$ cat config.mk
export PLATFORM = sky130hd
export DESIGN_NAME = csp_sfr_bank
export DESIGN_NICKNAME = d
export VERILOG_FILES = /design/src/csp_pkg.sv /design/src/csp_heat_ramp.sv /design/src/csp_sfr_bank.sv
export VERILOG_INCLUDE_DIRS = /design/src
export SDC_FILE = /design/constraint.sdc
export NUM_CORES = 1
export LEC_CHECK = 0
export BUFFER_PORTS_ARGS = -buffer_cell sky130_fd_sc_hd__buf_2
export CORE_UTILIZATION = 35
export CTS_BUF_LIST = sky130_fd_sc_hd__clkbuf_4 sky130_fd_sc_hd__clkbuf_8
export DETAILED_ROUTE_END_ITERATION = 6
export GPL_ROUTABILITY_DRIVEN = 1
export PLACE_DENSITY_LB_ADDON = 0.25
export SYNTH_ARGS = -nofsm -noshare
export SYNTH_HDL_FRONTEND = slang
export SYNTH_SLANG_ARGS = --single-unit
$ cat constraint.sdc
create_clock -name mclk -period 2.5 [get_ports mclk]
set_input_delay 0.5 -clock mclk [delete_from_list [all_inputs] [get_ports mclk]]
set_output_delay 0.5 -clock mclk [all_outputs]
set_load 0.02 [all_outputs]
$ cat src/csp_params.svh
// Address map, field positions, reset values and timing counts of the bank
`ifndef CSP_PARAMS_SVH
`define CSP_PARAMS_SVH

`define CSP_ADDR_POWER_CONTROL  8'h87
`define CSP_ADDR_STATUS_WORD    8'hd0
`define CSP_ADDR_SYS_SETTINGS   8'hee

`define CSP_RST_POWER_CONTROL   8'h00
`define CSP_RST_STATUS_WORD     8'h00
`define CSP_RST_SYS_SETTINGS    5'h00

`define CSP_PSW_PARITY          0
`define CSP_PSW_USER_FLAG_ONE   1
`define CSP_PSW_SIGNED_WRAP     2
`define CSP_PSW_BANK_SEL_LOW    3
`define CSP_PSW_BANK_SEL_HIGH   4
`define CSP_PSW_USER_FLAG_ZERO  5
`define CSP_PSW_HALF_CARRY      6
`define CSP_PSW_CARRY_OUT       7

`define CSP_PCON_IDLE           0
`define CSP_PCON_STOP           1
`define CSP_PCON_GFLAGS_LSB     2
`define CSP_PCON_GFLAGS_W       6

`define CSP_SYS_HEAT_ENA        0
`define CSP_SYS_HEAT_HIPOW      1
`define CSP_SYS_MOD_CLK_DIS     2
`define CSP_SYS_AES_DECRYPT     3
`define CSP_SYS_RAM_ANTIC       4
`define CSP_SYS_USED_W          5

`define CSP_CLK_PERIOD_NS       4
`define CSP_HEAT_STEP_NS        1000
`define CSP_HEAT_STEP_CYCLES    (`CSP_HEAT_STEP_NS / `CSP_CLK_PERIOD_NS)

`endif

$ cat src/csp_pkg.sv
// Types shared by the status, power and settings register bank
package csp_pkg;

	typedef struct packed {
		logic       we;
		logic       re;
		logic       dbg;
		logic [7:0] addr;
		logic [7:0] wdata;
	} csp_sfr_req_t;

	typedef struct packed {
		logic       we;
		logic       re;
		logic [7:0] addr;
		logic       val;
	} csp_bit_req_t;

	typedef struct packed {
		logic carryWe;
		logic carryVal;
		logic halfWe;
		logic halfVal;
		logic wrapWe;
		logic wrapVal;
	} csp_alu_flags_t;

	typedef enum logic [2:0] {
		CSP_RUN  = 3'b001,
		CSP_IDLE = 3'b010,
		CSP_STOP = 3'b100
	} csp_cpu_state_t;

endpackage

$ cat src/csp_heat_ramp.sv
// Heater drive follower with graceful ramp-down after disable
`timescale 1ns/1ps
`include "csp_params.svh"

module csp_heat_ramp #(
	parameter int STEP_CYCLES = `CSP_HEAT_STEP_CYCLES
) (
	input  wire logic       mclk,
	input  wire logic       rstSyncN,
	input  wire logic       enable,
	input  wire logic [7:0] level,
	output logic      [7:0] drive,
	output logic            active
);
	import csp_pkg::*;

	logic [15:0] stepCnt_q;

	// Abrupt removal of heater power can damage the die, so step down
	always_ff @(posedge mclk or negedge rstSyncN) begin
		if (!rstSyncN) begin
			drive     <= 8'h00;
			active    <= 1'b0;
			stepCnt_q <= 16'h0000;
		end else if (enable) begin
			drive     <= level;
			active    <= 1'b1;
			stepCnt_q <= 16'h0000;
		end else if (drive != 8'h00) begin
			active <= 1'b1;
			if (stepCnt_q >= 16'(STEP_CYCLES - 1)) begin
				stepCnt_q <= 16'h0000;
				drive     <= drive - 8'h01;
			end else begin
				stepCnt_q <= stepCnt_q + 16'h0001;
			end
		end else begin
			active    <= 1'b0;
			stepCnt_q <= 16'h0000;
		end
	end

endmodule

$ cat src/csp_sfr_bank.sv
// Status word, power control and system settings registers of the core
//
// Summary of operation
// - Status bit 0 is one when the accumulator holds an odd bit count.
// - Signed-wrap flag in status bit 2 follows arithmetic results.
// - Bank-select bits pick register block base 0x00, 0x08, 0x10 or 0x18.
// - Half-carry at status bit 6 set on nibble carry, else cleared.
// - Carry at status bit 7 set on carry or borrow, else cleared.
// - Status bits 1 and 5 are plain software flags.
// - Status word sits at 0xd0, resets to zero, bit addressable, no debug.
// - Writing power bit 0 enters idle; bit always reads zero.
// - Idle ends on any taken interrupt or any reset.
// - Writing power bit 1 halts until reset; reads zero; interrupts ignored.
// - Power bits 7:2 are a six-bit read-write flag field, reset zero.
// - Power control sits at 0x87, resets to zero, no debug access.
// - Settings bit 4 on: anticipated RAM reads; off: one wait cycle.
// - Settings bit 3 selects S-box direction: 0 encrypt, 1 decrypt.
// - Settings bit 2 set gates off the modulator clock.
// - Settings bit 1 set runs heater elements in high power.
// - Settings bit 0 enables heating; on fall, heater ramps down gracefully.
// - Settings at 0xee reset to zero; bits 7:5 read zero, ignore writes.
// - System reset returns every register here to its reset value.
`timescale 1ns/1ps
`include "csp_params.svh"

module csp_sfr_bank #(
	parameter int HEAT_STEP_CYCLES = `CSP_HEAT_STEP_CYCLES
) (
	input  wire logic                    mclk,
	input  wire logic                    rstn,
	input  wire csp_pkg::csp_sfr_req_t   sfrReq,
	input  wire csp_pkg::csp_bit_req_t   bitReq,
	input  wire csp_pkg::csp_alu_flags_t aluFlags,
	input  wire logic [7:0]              acc,
	input  wire logic                    intTaken,
	input  wire logic                    ramRdReq,
	input  wire logic [7:0]              heaterLevel,
	output logic      [7:0]              sfrRdata,
	output logic                         sfrHit,
	output logic                         bitRdata,
	output logic      [7:0]              pswOut,
	output logic      [4:0]              bankBase,
	output logic                         coreHalt,
	output logic                         cpuIdle,
	output logic                         cpuStop,
	output logic                         ramRdValid,
	output logic                         aesDecrypt,
	output logic                         modClkEn,
	output logic                         heatHighPower,
	output logic      [7:0]              heatDrive,
	output logic                         heatActive
);
	import csp_pkg::*;

	logic                        rstMeta_q;
	logic                        rstSyncN;
	logic [7:0]                  psw_q;
	logic [7:0]                  psw_d;
	logic [`CSP_PCON_GFLAGS_W-1:0] gflags_q;
	logic [`CSP_SYS_USED_W-1:0]  sysSet_q;
	logic [`CSP_SYS_USED_W-1:0]  sysSet_d;
	csp_cpu_state_t              cpuState_q;
	csp_cpu_state_t              cpuState_d;
	logic                        swWrPsw;
	logic                        swWrPcon;
	logic                        swWrSys;
	logic                        swRd;
	logic                        bitWrPsw;
	logic                        bitRdPsw;
	logic                        ramWaitPend_q;
	logic [`CSP_PCON_GFLAGS_W-1:0] gflags_d;
	logic [7:0]                  bitWrSel;
	logic [7:0]                  bitRdSel;
	logic                        pconStopWr;
	logic                        pconIdleWr;
	logic                        ramAntic;
	logic                        heatEna;
	logic [7:0]                  rdData_d;
	logic                        rdHit_d;

	// Reset image of the power register; only the flag field is stored
	localparam logic [7:0] PconRst = `CSP_RST_POWER_CONTROL;

	// Reset release through two flops; assertion stays asynchronous
	always_ff @(posedge mclk or negedge rstn) begin
		if (!rstn) begin
			rstMeta_q <= 1'b0;
			rstSyncN  <= 1'b0;
		end else begin
			rstMeta_q <= 1'b1;
			rstSyncN  <= rstMeta_q;
		end
	end

	// Debug-side accesses never hit these registers
	always_comb begin
		swWrPsw  = sfrReq.we && !sfrReq.dbg &&
			(sfrReq.addr == `CSP_ADDR_STATUS_WORD);
		swWrPcon = sfrReq.we && !sfrReq.dbg &&
			(sfrReq.addr == `CSP_ADDR_POWER_CONTROL);
		swWrSys  = sfrReq.we && !sfrReq.dbg &&
			(sfrReq.addr == `CSP_ADDR_SYS_SETTINGS);
		swRd     = sfrReq.re && !sfrReq.dbg;
	end

	// Bit addresses of the status word are its byte address plus bit index
	always_comb begin
		bitWrPsw = bitReq.we &&
			(bitReq.addr[7:3] == `CSP_ADDR_STATUS_WORD >> 3);
		bitRdPsw = bitReq.re &&
			(bitReq.addr[7:3] == `CSP_ADDR_STATUS_WORD >> 3);
	end

	// One select per status bit, so a bit access touches only its own bit
	for (genvar b = 0; b < 8; b++) begin : gBitSel
		assign bitWrSel[b] = bitWrPsw && (bitReq.addr[2:0] == 3'(b));
		assign bitRdSel[b] = bitRdPsw && (bitReq.addr[2:0] == 3'(b));
	end

	// Status word next value: arithmetic flags first, software on top
	always_comb begin
		psw_d = psw_q;
		if (aluFlags.wrapWe) begin
			psw_d[`CSP_PSW_SIGNED_WRAP] = aluFlags.wrapVal;
		end
		if (aluFlags.halfWe) begin
			psw_d[`CSP_PSW_HALF_CARRY] = aluFlags.halfVal;
		end
		if (aluFlags.carryWe) begin
			psw_d[`CSP_PSW_CARRY_OUT] = aluFlags.carryVal;
		end
		// Whole-byte write also covers the user flags and bank select
		if (swWrPsw) begin
			psw_d = sfrReq.wdata;
		end
		for (int b = 0; b < 8; b++) begin
			if (bitWrSel[b]) begin
				psw_d[b] = bitReq.val;
			end
		end
		// Parity always tracks the accumulator, so a written value is lost
		psw_d[`CSP_PSW_PARITY] = ^acc;
	end

	always_ff @(posedge mclk or negedge rstSyncN) begin
		if (!rstSyncN) begin
			psw_q <= `CSP_RST_STATUS_WORD;
		end else begin
			psw_q <= psw_d;
		end
	end

	// Register bank base follows the select bits with no extra lag
	always_ff @(posedge mclk or negedge rstSyncN) begin
		if (!rstSyncN) begin
			bankBase <= 5'h00;
			pswOut   <= `CSP_RST_STATUS_WORD;
		end else begin
			bankBase <= {psw_d[`CSP_PSW_BANK_SEL_HIGH],
				psw_d[`CSP_PSW_BANK_SEL_LOW], 3'h0};
			pswOut   <= psw_d;
		end
	end

	// General flags of the power register
	always_comb begin
		gflags_d = gflags_q;
		if (swWrPcon) begin
			gflags_d = sfrReq.wdata[7:`CSP_PCON_GFLAGS_LSB];
		end
	end

	always_ff @(posedge mclk or negedge rstSyncN) begin
		if (!rstSyncN) begin
			gflags_q <= PconRst[7:`CSP_PCON_GFLAGS_LSB];
		end else begin
			gflags_q <= gflags_d;
		end
	end

	// Action bits of a power write; they are never stored, so read zero
	always_comb begin
		pconStopWr = swWrPcon && sfrReq.wdata[`CSP_PCON_STOP];
		pconIdleWr = swWrPcon && sfrReq.wdata[`CSP_PCON_IDLE];
	end

	// Run, idle and stop; stop wins when both bits are written together
	always_comb begin
		cpuState_d = cpuState_q;
		case (cpuState_q)
			CSP_RUN: begin
				if (pconStopWr) begin
					cpuState_d = CSP_STOP;
				end else if (pconIdleWr) begin
					cpuState_d = CSP_IDLE;
				end
			end
			CSP_IDLE: begin
				if (intTaken) begin
					cpuState_d = CSP_RUN;
				end
			end
			CSP_STOP: begin
				cpuState_d = CSP_STOP;
			end
			default: begin
				cpuState_d = CSP_RUN;
			end
		endcase
	end

	// Only reset leaves stop; reset also ends idle
	always_ff @(posedge mclk or negedge rstSyncN) begin
		if (!rstSyncN) begin
			cpuState_q <= CSP_RUN;
		end else begin
			cpuState_q <= cpuState_d;
		end
	end

	always_ff @(posedge mclk or negedge rstSyncN) begin
		if (!rstSyncN) begin
			coreHalt <= 1'b0;
			cpuIdle  <= 1'b0;
			cpuStop  <= 1'b0;
		end else begin
			coreHalt <= cpuState_d != CSP_RUN;
			cpuIdle  <= cpuState_d == CSP_IDLE;
			cpuStop  <= cpuState_d == CSP_STOP;
		end
	end

	// System settings, only the low five bits exist
	always_comb begin
		sysSet_d = sysSet_q;
		if (swWrSys) begin
			sysSet_d = sfrReq.wdata[`CSP_SYS_USED_W-1:0];
		end
	end

	always_ff @(posedge mclk or negedge rstSyncN) begin
		if (!rstSyncN) begin
			sysSet_q <= `CSP_RST_SYS_SETTINGS;
		end else begin
			sysSet_q <= sysSet_d;
		end
	end

	// Settings fields that steer logic inside this block
	always_comb begin
		ramAntic = sysSet_q[`CSP_SYS_RAM_ANTIC];
		heatEna  = sysSet_q[`CSP_SYS_HEAT_ENA];
	end

	// Control outputs registered from the next settings value
	always_ff @(posedge mclk or negedge rstSyncN) begin
		if (!rstSyncN) begin
			aesDecrypt    <= 1'b0;
			modClkEn      <= 1'b1;
			heatHighPower <= 1'b0;
		end else begin
			aesDecrypt    <= sysSet_d[`CSP_SYS_AES_DECRYPT];
			modClkEn      <= !sysSet_d[`CSP_SYS_MOD_CLK_DIS];
			heatHighPower <= sysSet_d[`CSP_SYS_HEAT_HIPOW];
		end
	end

	// Shared RAM read timing: anticipation saves the wait cycle
	always_ff @(posedge mclk or negedge rstSyncN) begin
		if (!rstSyncN) begin
			ramRdValid    <= 1'b0;
			ramWaitPend_q <= 1'b0;
		end else begin
			ramRdValid    <= ramWaitPend_q;
			ramWaitPend_q <= 1'b0;
			if (ramRdReq) begin
				if (ramAntic) begin
					ramRdValid <= 1'b1;
				end else begin
					ramWaitPend_q <= 1'b1;
				end
			end
		end
	end

	// Register read mux; reserved and action bits read zero
	always_comb begin
		rdData_d = 8'h00;
		rdHit_d  = 1'b0;
		if (swRd) begin
			case (sfrReq.addr)
				`CSP_ADDR_STATUS_WORD: begin
					rdData_d = psw_q;
					rdHit_d  = 1'b1;
				end
				`CSP_ADDR_POWER_CONTROL: begin
					rdData_d = {gflags_q, 2'b00};
					rdHit_d  = 1'b1;
				end
				`CSP_ADDR_SYS_SETTINGS: begin
					rdData_d = {3'h0, sysSet_q};
					rdHit_d  = 1'b1;
				end
				default: begin
					rdData_d = 8'h00;
					rdHit_d  = 1'b0;
				end
			endcase
		end
	end

	// Read port registered so the answer stands for exactly one cycle
	always_ff @(posedge mclk or negedge rstSyncN) begin
		if (!rstSyncN) begin
			sfrRdata <= 8'h00;
			sfrHit   <= 1'b0;
		end else begin
			sfrRdata <= rdData_d;
			sfrHit   <= rdHit_d;
		end
	end

	// Single-bit reads of the status word; no select gives zero
	always_ff @(posedge mclk or negedge rstSyncN) begin
		if (!rstSyncN) begin
			bitRdata <= 1'b0;
		end else begin
			bitRdata <= |(bitRdSel & psw_q);
		end
	end

	// Heater follows the level while enabled and ramps down after
	csp_heat_ramp #(
		.STEP_CYCLES (HEAT_STEP_CYCLES)
	) uHeat (
		.mclk     (mclk),
		.rstSyncN (rstSyncN),
		.enable   (heatEna),
		.level    (heaterLevel),
		.drive    (heatDrive),
		.active   (heatActive)
	);

endmodule

==> Yosys cells after proc, flatten, opt, wreduce, memory -nomap -nowiden <==
Index checks and enable logic that the tools add are counted.
{ "op_classes": {"add_sub_neg": 2, "n_lt_le_gt_ge": 1, "eq_ne": 17, "muxes": 32, "bitwise": 1, "reduce_logical": 39} }
{ "op_table": {"columns": ["op", "count"], "rows": [
  ["two-way mux 16 bit", 3],
  ["two-way mux 8 bit", 5],
  ["== test 8 bit, second input constant", 3],
  ["logical AND 1 bit", 24],
  ["case mux 8 bit (3 select lines)", 1],
  ["== test 3 bit, second input constant", 6],
  ["two-way mux 1 bit", 18],
  ["adder 16 x 1 -> 16 bit, second input constant", 1],
  ["greater-or-equal comparator 16 x 8 -> 1 bit, second input constant", 1],
  ["== test 3 x 2 -> 1 bit, second input constant", 4],
  ["two-way mux 3 bit", 3],
  ["case mux 3 bit (3 select lines)", 1],
  ["nonzero test 3 bit", 3],
  ["bitwise AND 8 bit", 1],
  ["nonzero test 2 bit", 4],
  ["nonzero test 8 bit", 1],
  ["OR reduction 8 bit", 1],
  ["XOR reduction 8 bit", 1],
  ["subtractor 8 x 1 -> 8 bit, second input constant", 1],
  ["== test 3 x 1 -> 1 bit, second input constant", 2],
  ["== test 5 bit, second input constant", 1],
  ["two-way mux 4 bit", 1],
  ["zero test 3 bit", 1],
  ["!= test 3 x 1 -> 1 bit, second input constant", 1],
  ["other kinds (3)", 4]
]} }
{ "word_totals": {"regBits": 69, "input_bits": 56, "output_inout_bits": 39, "elab_cells": 119} }

==> Longest topological paths before layout <==
{ "logic_depth": {"word_depth": 8, "depth_mapped": 7, "ltp_nobuf": 6} }

==> Cells and area by module <==
A second synthesis with hierarchy kept.
{ "unflattened": {"hier_cells": 274, "hier_area_um2": 3119.2} }
{ "by_module_without_submodules": {"columns": ["module", "n_inst", "cells_each", "area_each_um2", "seq_area_each_um2"], "rows": [
  ["csp_sfr_bank", 1, 158, 1915.6, 1003.5],
  ["csp_heat_ramp", 1, 116, 1203.7, 625.6]
]} }

==> Least setup slack after synthesis <==
Ideal clock, no wire load.
{ "synth_timing": {"path_kind": "reg2reg", "from": "register uHeat.drive[0]", "to": "register uHeat.drive[0]", "setup_ps": 133, "t_arrival_ps": 1778, "slack_ps": 589, "stages_incl_launch_ff": 8, "period_less_slack_ps": 1911, "cell_sequence": "dfrtp_1 -> inv_1 -> ha_1 -> nor3b_1 -> and2_1 -> clkbuf_1 -> a211o_1 -> o211ai_1"} }
{ "synth_between": {"elab_chain_len": 4, "elab_cells_between_ends": 7, "cone_classes": "add/sub (1); mux (3); reduce/logical (3)"} }
{ "synth_rtl": {"columns": ["element", "line", "source"], "rows": [
  ["from (decl)", "csp_heat_ramp.sv:12", "output logic [7:0] drive,"],
  ["from (signal assigned)", "csp_heat_ramp.sv:26", "drive <= level;"],
  ["from (signal assigned)", "csp_heat_ramp.sv:33", "drive <= drive - 8'h01;"],
  ["subtractor 8 x 1 -> 8 bit", "csp_heat_ramp.sv:33", null],
  ["two-way mux 8 bit", "csp_heat_ramp.sv:31", "if (stepCnt_q >= 16'(STEP_CYCLES - 1)) begin"],
  ["two-way mux 8 bit", "csp_heat_ramp.sv:29", "end else if (drive != 8'h00) begin"],
  ["two-way mux 8 bit", "csp_heat_ramp.sv:25", "end else if (enable) begin"]
]} }
Several ways; a longest one is shown, not always the timed one. The select of a mux whose other input is x is not followed.
A chain may end at the register's enable or synchronous reset.

==> Worst setup path after layout <==
{ "layout_timing": {"from": "register uHeat.drive[0]", "to": "register uHeat.drive[3]"} }
The elaborated chain is that of the path after synthesis.

==> metrics.cfg <==
[clocking]
numCtsBuffers=9
path_clk_slew_ps=80
h-tree-depth=3
post-cts-setup-buffer-count=0
cts_num_sinks=65
clk_path_buf_depth=2
cts_tree=yes
hold_buffers=1
worstSkewPairLatency_ps=350
clockRootBuffer=clkbuf_8
ctsResizeCount=0

[logic_synthesis]
synth_warnings=0
synth_edf_count=0
yosys.cell_types.count=53
synthFlopType=dfrtp_1
ys_top_cells_by_area=dfrtp_1 49%, mux2_2 9.2%, xnor2_1 2.5%
yosysTopAreaCell=dfrtp_1
syn_area_per_cell_um2=11.1
synth_top_area_share_pct=49.4
async_flop_share_pct=100
synth_common_cells=63 x dfrtp_1, 26 x mux2_2, 20 x nand2_1
syn_area_um2=3190
synth.most_common_cell=dfrtp_1
synth_seq_cells=65
yosysSeqAreaShare_pct=51.0
synth_cells=287

[setup_path]
cp-end-kind=flip-flop
startpoint=uHeat.drive[0]$_DFFE_PN0P_
path_depth=6
required_ps=2720
crit_type=flip-flop to flip-flop
rrSetupSlack_ps=450
r2r_cells=6
crit_end=uHeat.drive[3]$_DFFE_PN0P_
crit_fanout=12
rr_endpoint=uHeat.drive[3]$_DFFE_PN0P_
path_delay_family=simple AND/OR/NAND/NOR gates
slowest_delay_ps=480
crit_chain=inv_1 > ha_1 > nor3b_1 > and2_1 > o31a_1 > o22ai_1
critical-path-slowest-cell=and2_1
r2r_start=uHeat.drive[0]$_DFFE_PN0P_
cp.buffers_inverters=1
startpoint_type=flip-flop
cp.arrival_ps=2280

[pwr]
peakVddDrop_uv=256
swShare_pct=25.5
seq_power_share_pct=47.1
netSwitchingPower_uw=615
p_int_mw=1.80
power.leakage_nw=1.88
p_clk_share_pct=42.5
p_comb_share_pct=10.4
power_density_nw_per_um2=601

[global_routing]
grt_pass1_wl_um=12800
antenna_found_initial=0
grt_pass1_vias=2599
grt_overflow=0
gr-usage-all-layers_pct=16.7
grt_max_degree=46

[routing]
drc_errors=0
viasPerCell=5.08
drt_first_pass_iters=4
wire_per_inst_um=14.5
drt_iter0_drc=63
final_antenna_net_count=0
vias=2559
routed_wl_um=7300

[flow_run]
drv_cap=0

[placed_design]
hpwl_um=5370
dpl-instance-area_um2=3780
gp_congestion=0.862
io_buffer_count=91

[finish]
areaGrowthSynthToFinish_pct=26.0
num-nets-final=452
design_area_um2=4020
drive_above_1_share_pct=38.1
diodes=0
fillCellCount=873

[floorplan]
die_h_um=97.5
rows=34
io-pin-count=95
die_x_um=97.5
start_util_pct=36.4
die_area_um2=9510
core_um2=8760

[sta]
fmax_mhz=487
setup_viol=0
slew_viol_final=0
grt_setup_unrepaired=no
max-slew-margin-rel_pct=33.7
setup-tns-final_ps=0
period_minus_slack_ps=2050
clock_skew_ps=10.5
hold_viol_final=0
worst_pin_slew_ps=995
min_period_over_period_pct=82.2

[worst_hold_path]
hold_class=input pin to flip-flop

[status]
status=finished, final reports clean

routing by layer:
| layer | global-route usage, % | up-vias | share of wire [%] |
|---|---|---|---|
| li1 | - | 1230 | - |
| met4 | 6.11 | 0 | 2.0 |
| met1 | 22.1 | 1240 | 45 |
| met5 | 0 | - | 0 |
| met3 | 3.96 | 15 | 4.8 |
| met2 | 26.6 | 74 | 48 |
through the flow:
step	utilization [%]	instances	hold slack (ps)	total power, mW	setup WS (ps)
2_1_floorplan	-	297	204	1.30	560
3_3_place_gp	43.2	487	286	1.41	317
3_5_place_dp	43.2	487	288	1.41	270
4_1_cts	45.9	504	318	2.44	446
5_1_grt	45.9	504	329	2.52	274
6_report	45.9	504	339	2.42	445
how the worst min path moves through the flow:
stage / from / endpoint / slack [ps] / depth (start not counted)
5_1_grt: bitReq[4] / bitRdata$_DFF_PN0_ / 330 / 2
6_report: bitReq[4] / bitRdata$_DFF_PN0_ / 340 / 2
3_5_place_dp: rstn / rstMeta_q$_DFF_PN0_ / 290 / 1
3_3_place_gp: rstn / rstMeta_q$_DFF_PN0_ / 290 / 1
4_1_cts: bitReq[4] / bitRdata$_DFF_PN0_ / 320 / 2
2_1_floorplan: rstn / rstMeta_q$_DFF_PN0_ / 200 / 0
placed cells by master, fill, tap and decap left out, types with 4 or more instances in the layout:
master    netlist  layout
nor2b_1         5       5
nand3_1         9       9
nand2_1        20      20
conb_1          2      12
buf_2           0      91
clkbuf_8        0      10
dfrtp_1        63      62
xor2_1          4       4
xnor2_1         9       9
a22oi_1         8       8
and2_1          6       6
mux2_2         26      26
a32oi_1         4       4
nor3_1         12      12
ha_1            5       5
a21oi_1        11      11
o21ai_0         5       5
inv_1          12      12
nor2_1         14      14
buf_4           5       6
flip-flops by register name, indices dropped and copies added, names as in the netlist, 2 cells and up:
signal / cells
uHeat.stepCnt_q: 16
sfrRdata: 8
uHeat.drive: 8
gflags_q: 6
pswOut: 6
sysSet_q: 5
cpuState_q: 3
bankBase: 2
area by class of cell:
cell class / count / area, µm² / share of cell area (%)
flip-flops and latches: 65 / 1630 / 40.5
multi-input cells: 205 / 1470 / 36.6
repair buffers: 98 / 510 / 12.7
clock buffers: 10 / 138 / 3.42
well taps: 108 / 135 / 3.36
clock inverters: 6 / 91.3 / 2.27
inverters: 12 / 45.0 / 1.12
power by group through the flow:
stage / Combinational, mW / Sequential [mW] / Clock [mW]
floorplan: 0.120 / 1.18 / 0
global placement: 0.248 / 1.16 / 0
detailed placement: 0.250 / 1.16 / 0
CTS: 0.252 / 1.14 / 1.05
global route: 0.277 / 1.15 / 1.10
finish: 0.250 / 1.14 / 1.03
kinds of logic (layout without fill, tap and decap cells):
group                    after synthesis  in the layout  synth area share, %
XOR/XNOR                              13             13                 3.57
other                                  2             12                0.235
multiplexers                          30             30                 11.2
AND/OR/NAND/NOR                       95             95                 17.0
AO/OA/AOI/OAI                         50             50                 11.0
buffers and inverters                 27            126                 4.00
adder cells (fa/ha/maj)                5              5                 1.96
flip-flops                            65             65                 51.0
No activity file was read; power rests on OpenSTA's default activity.
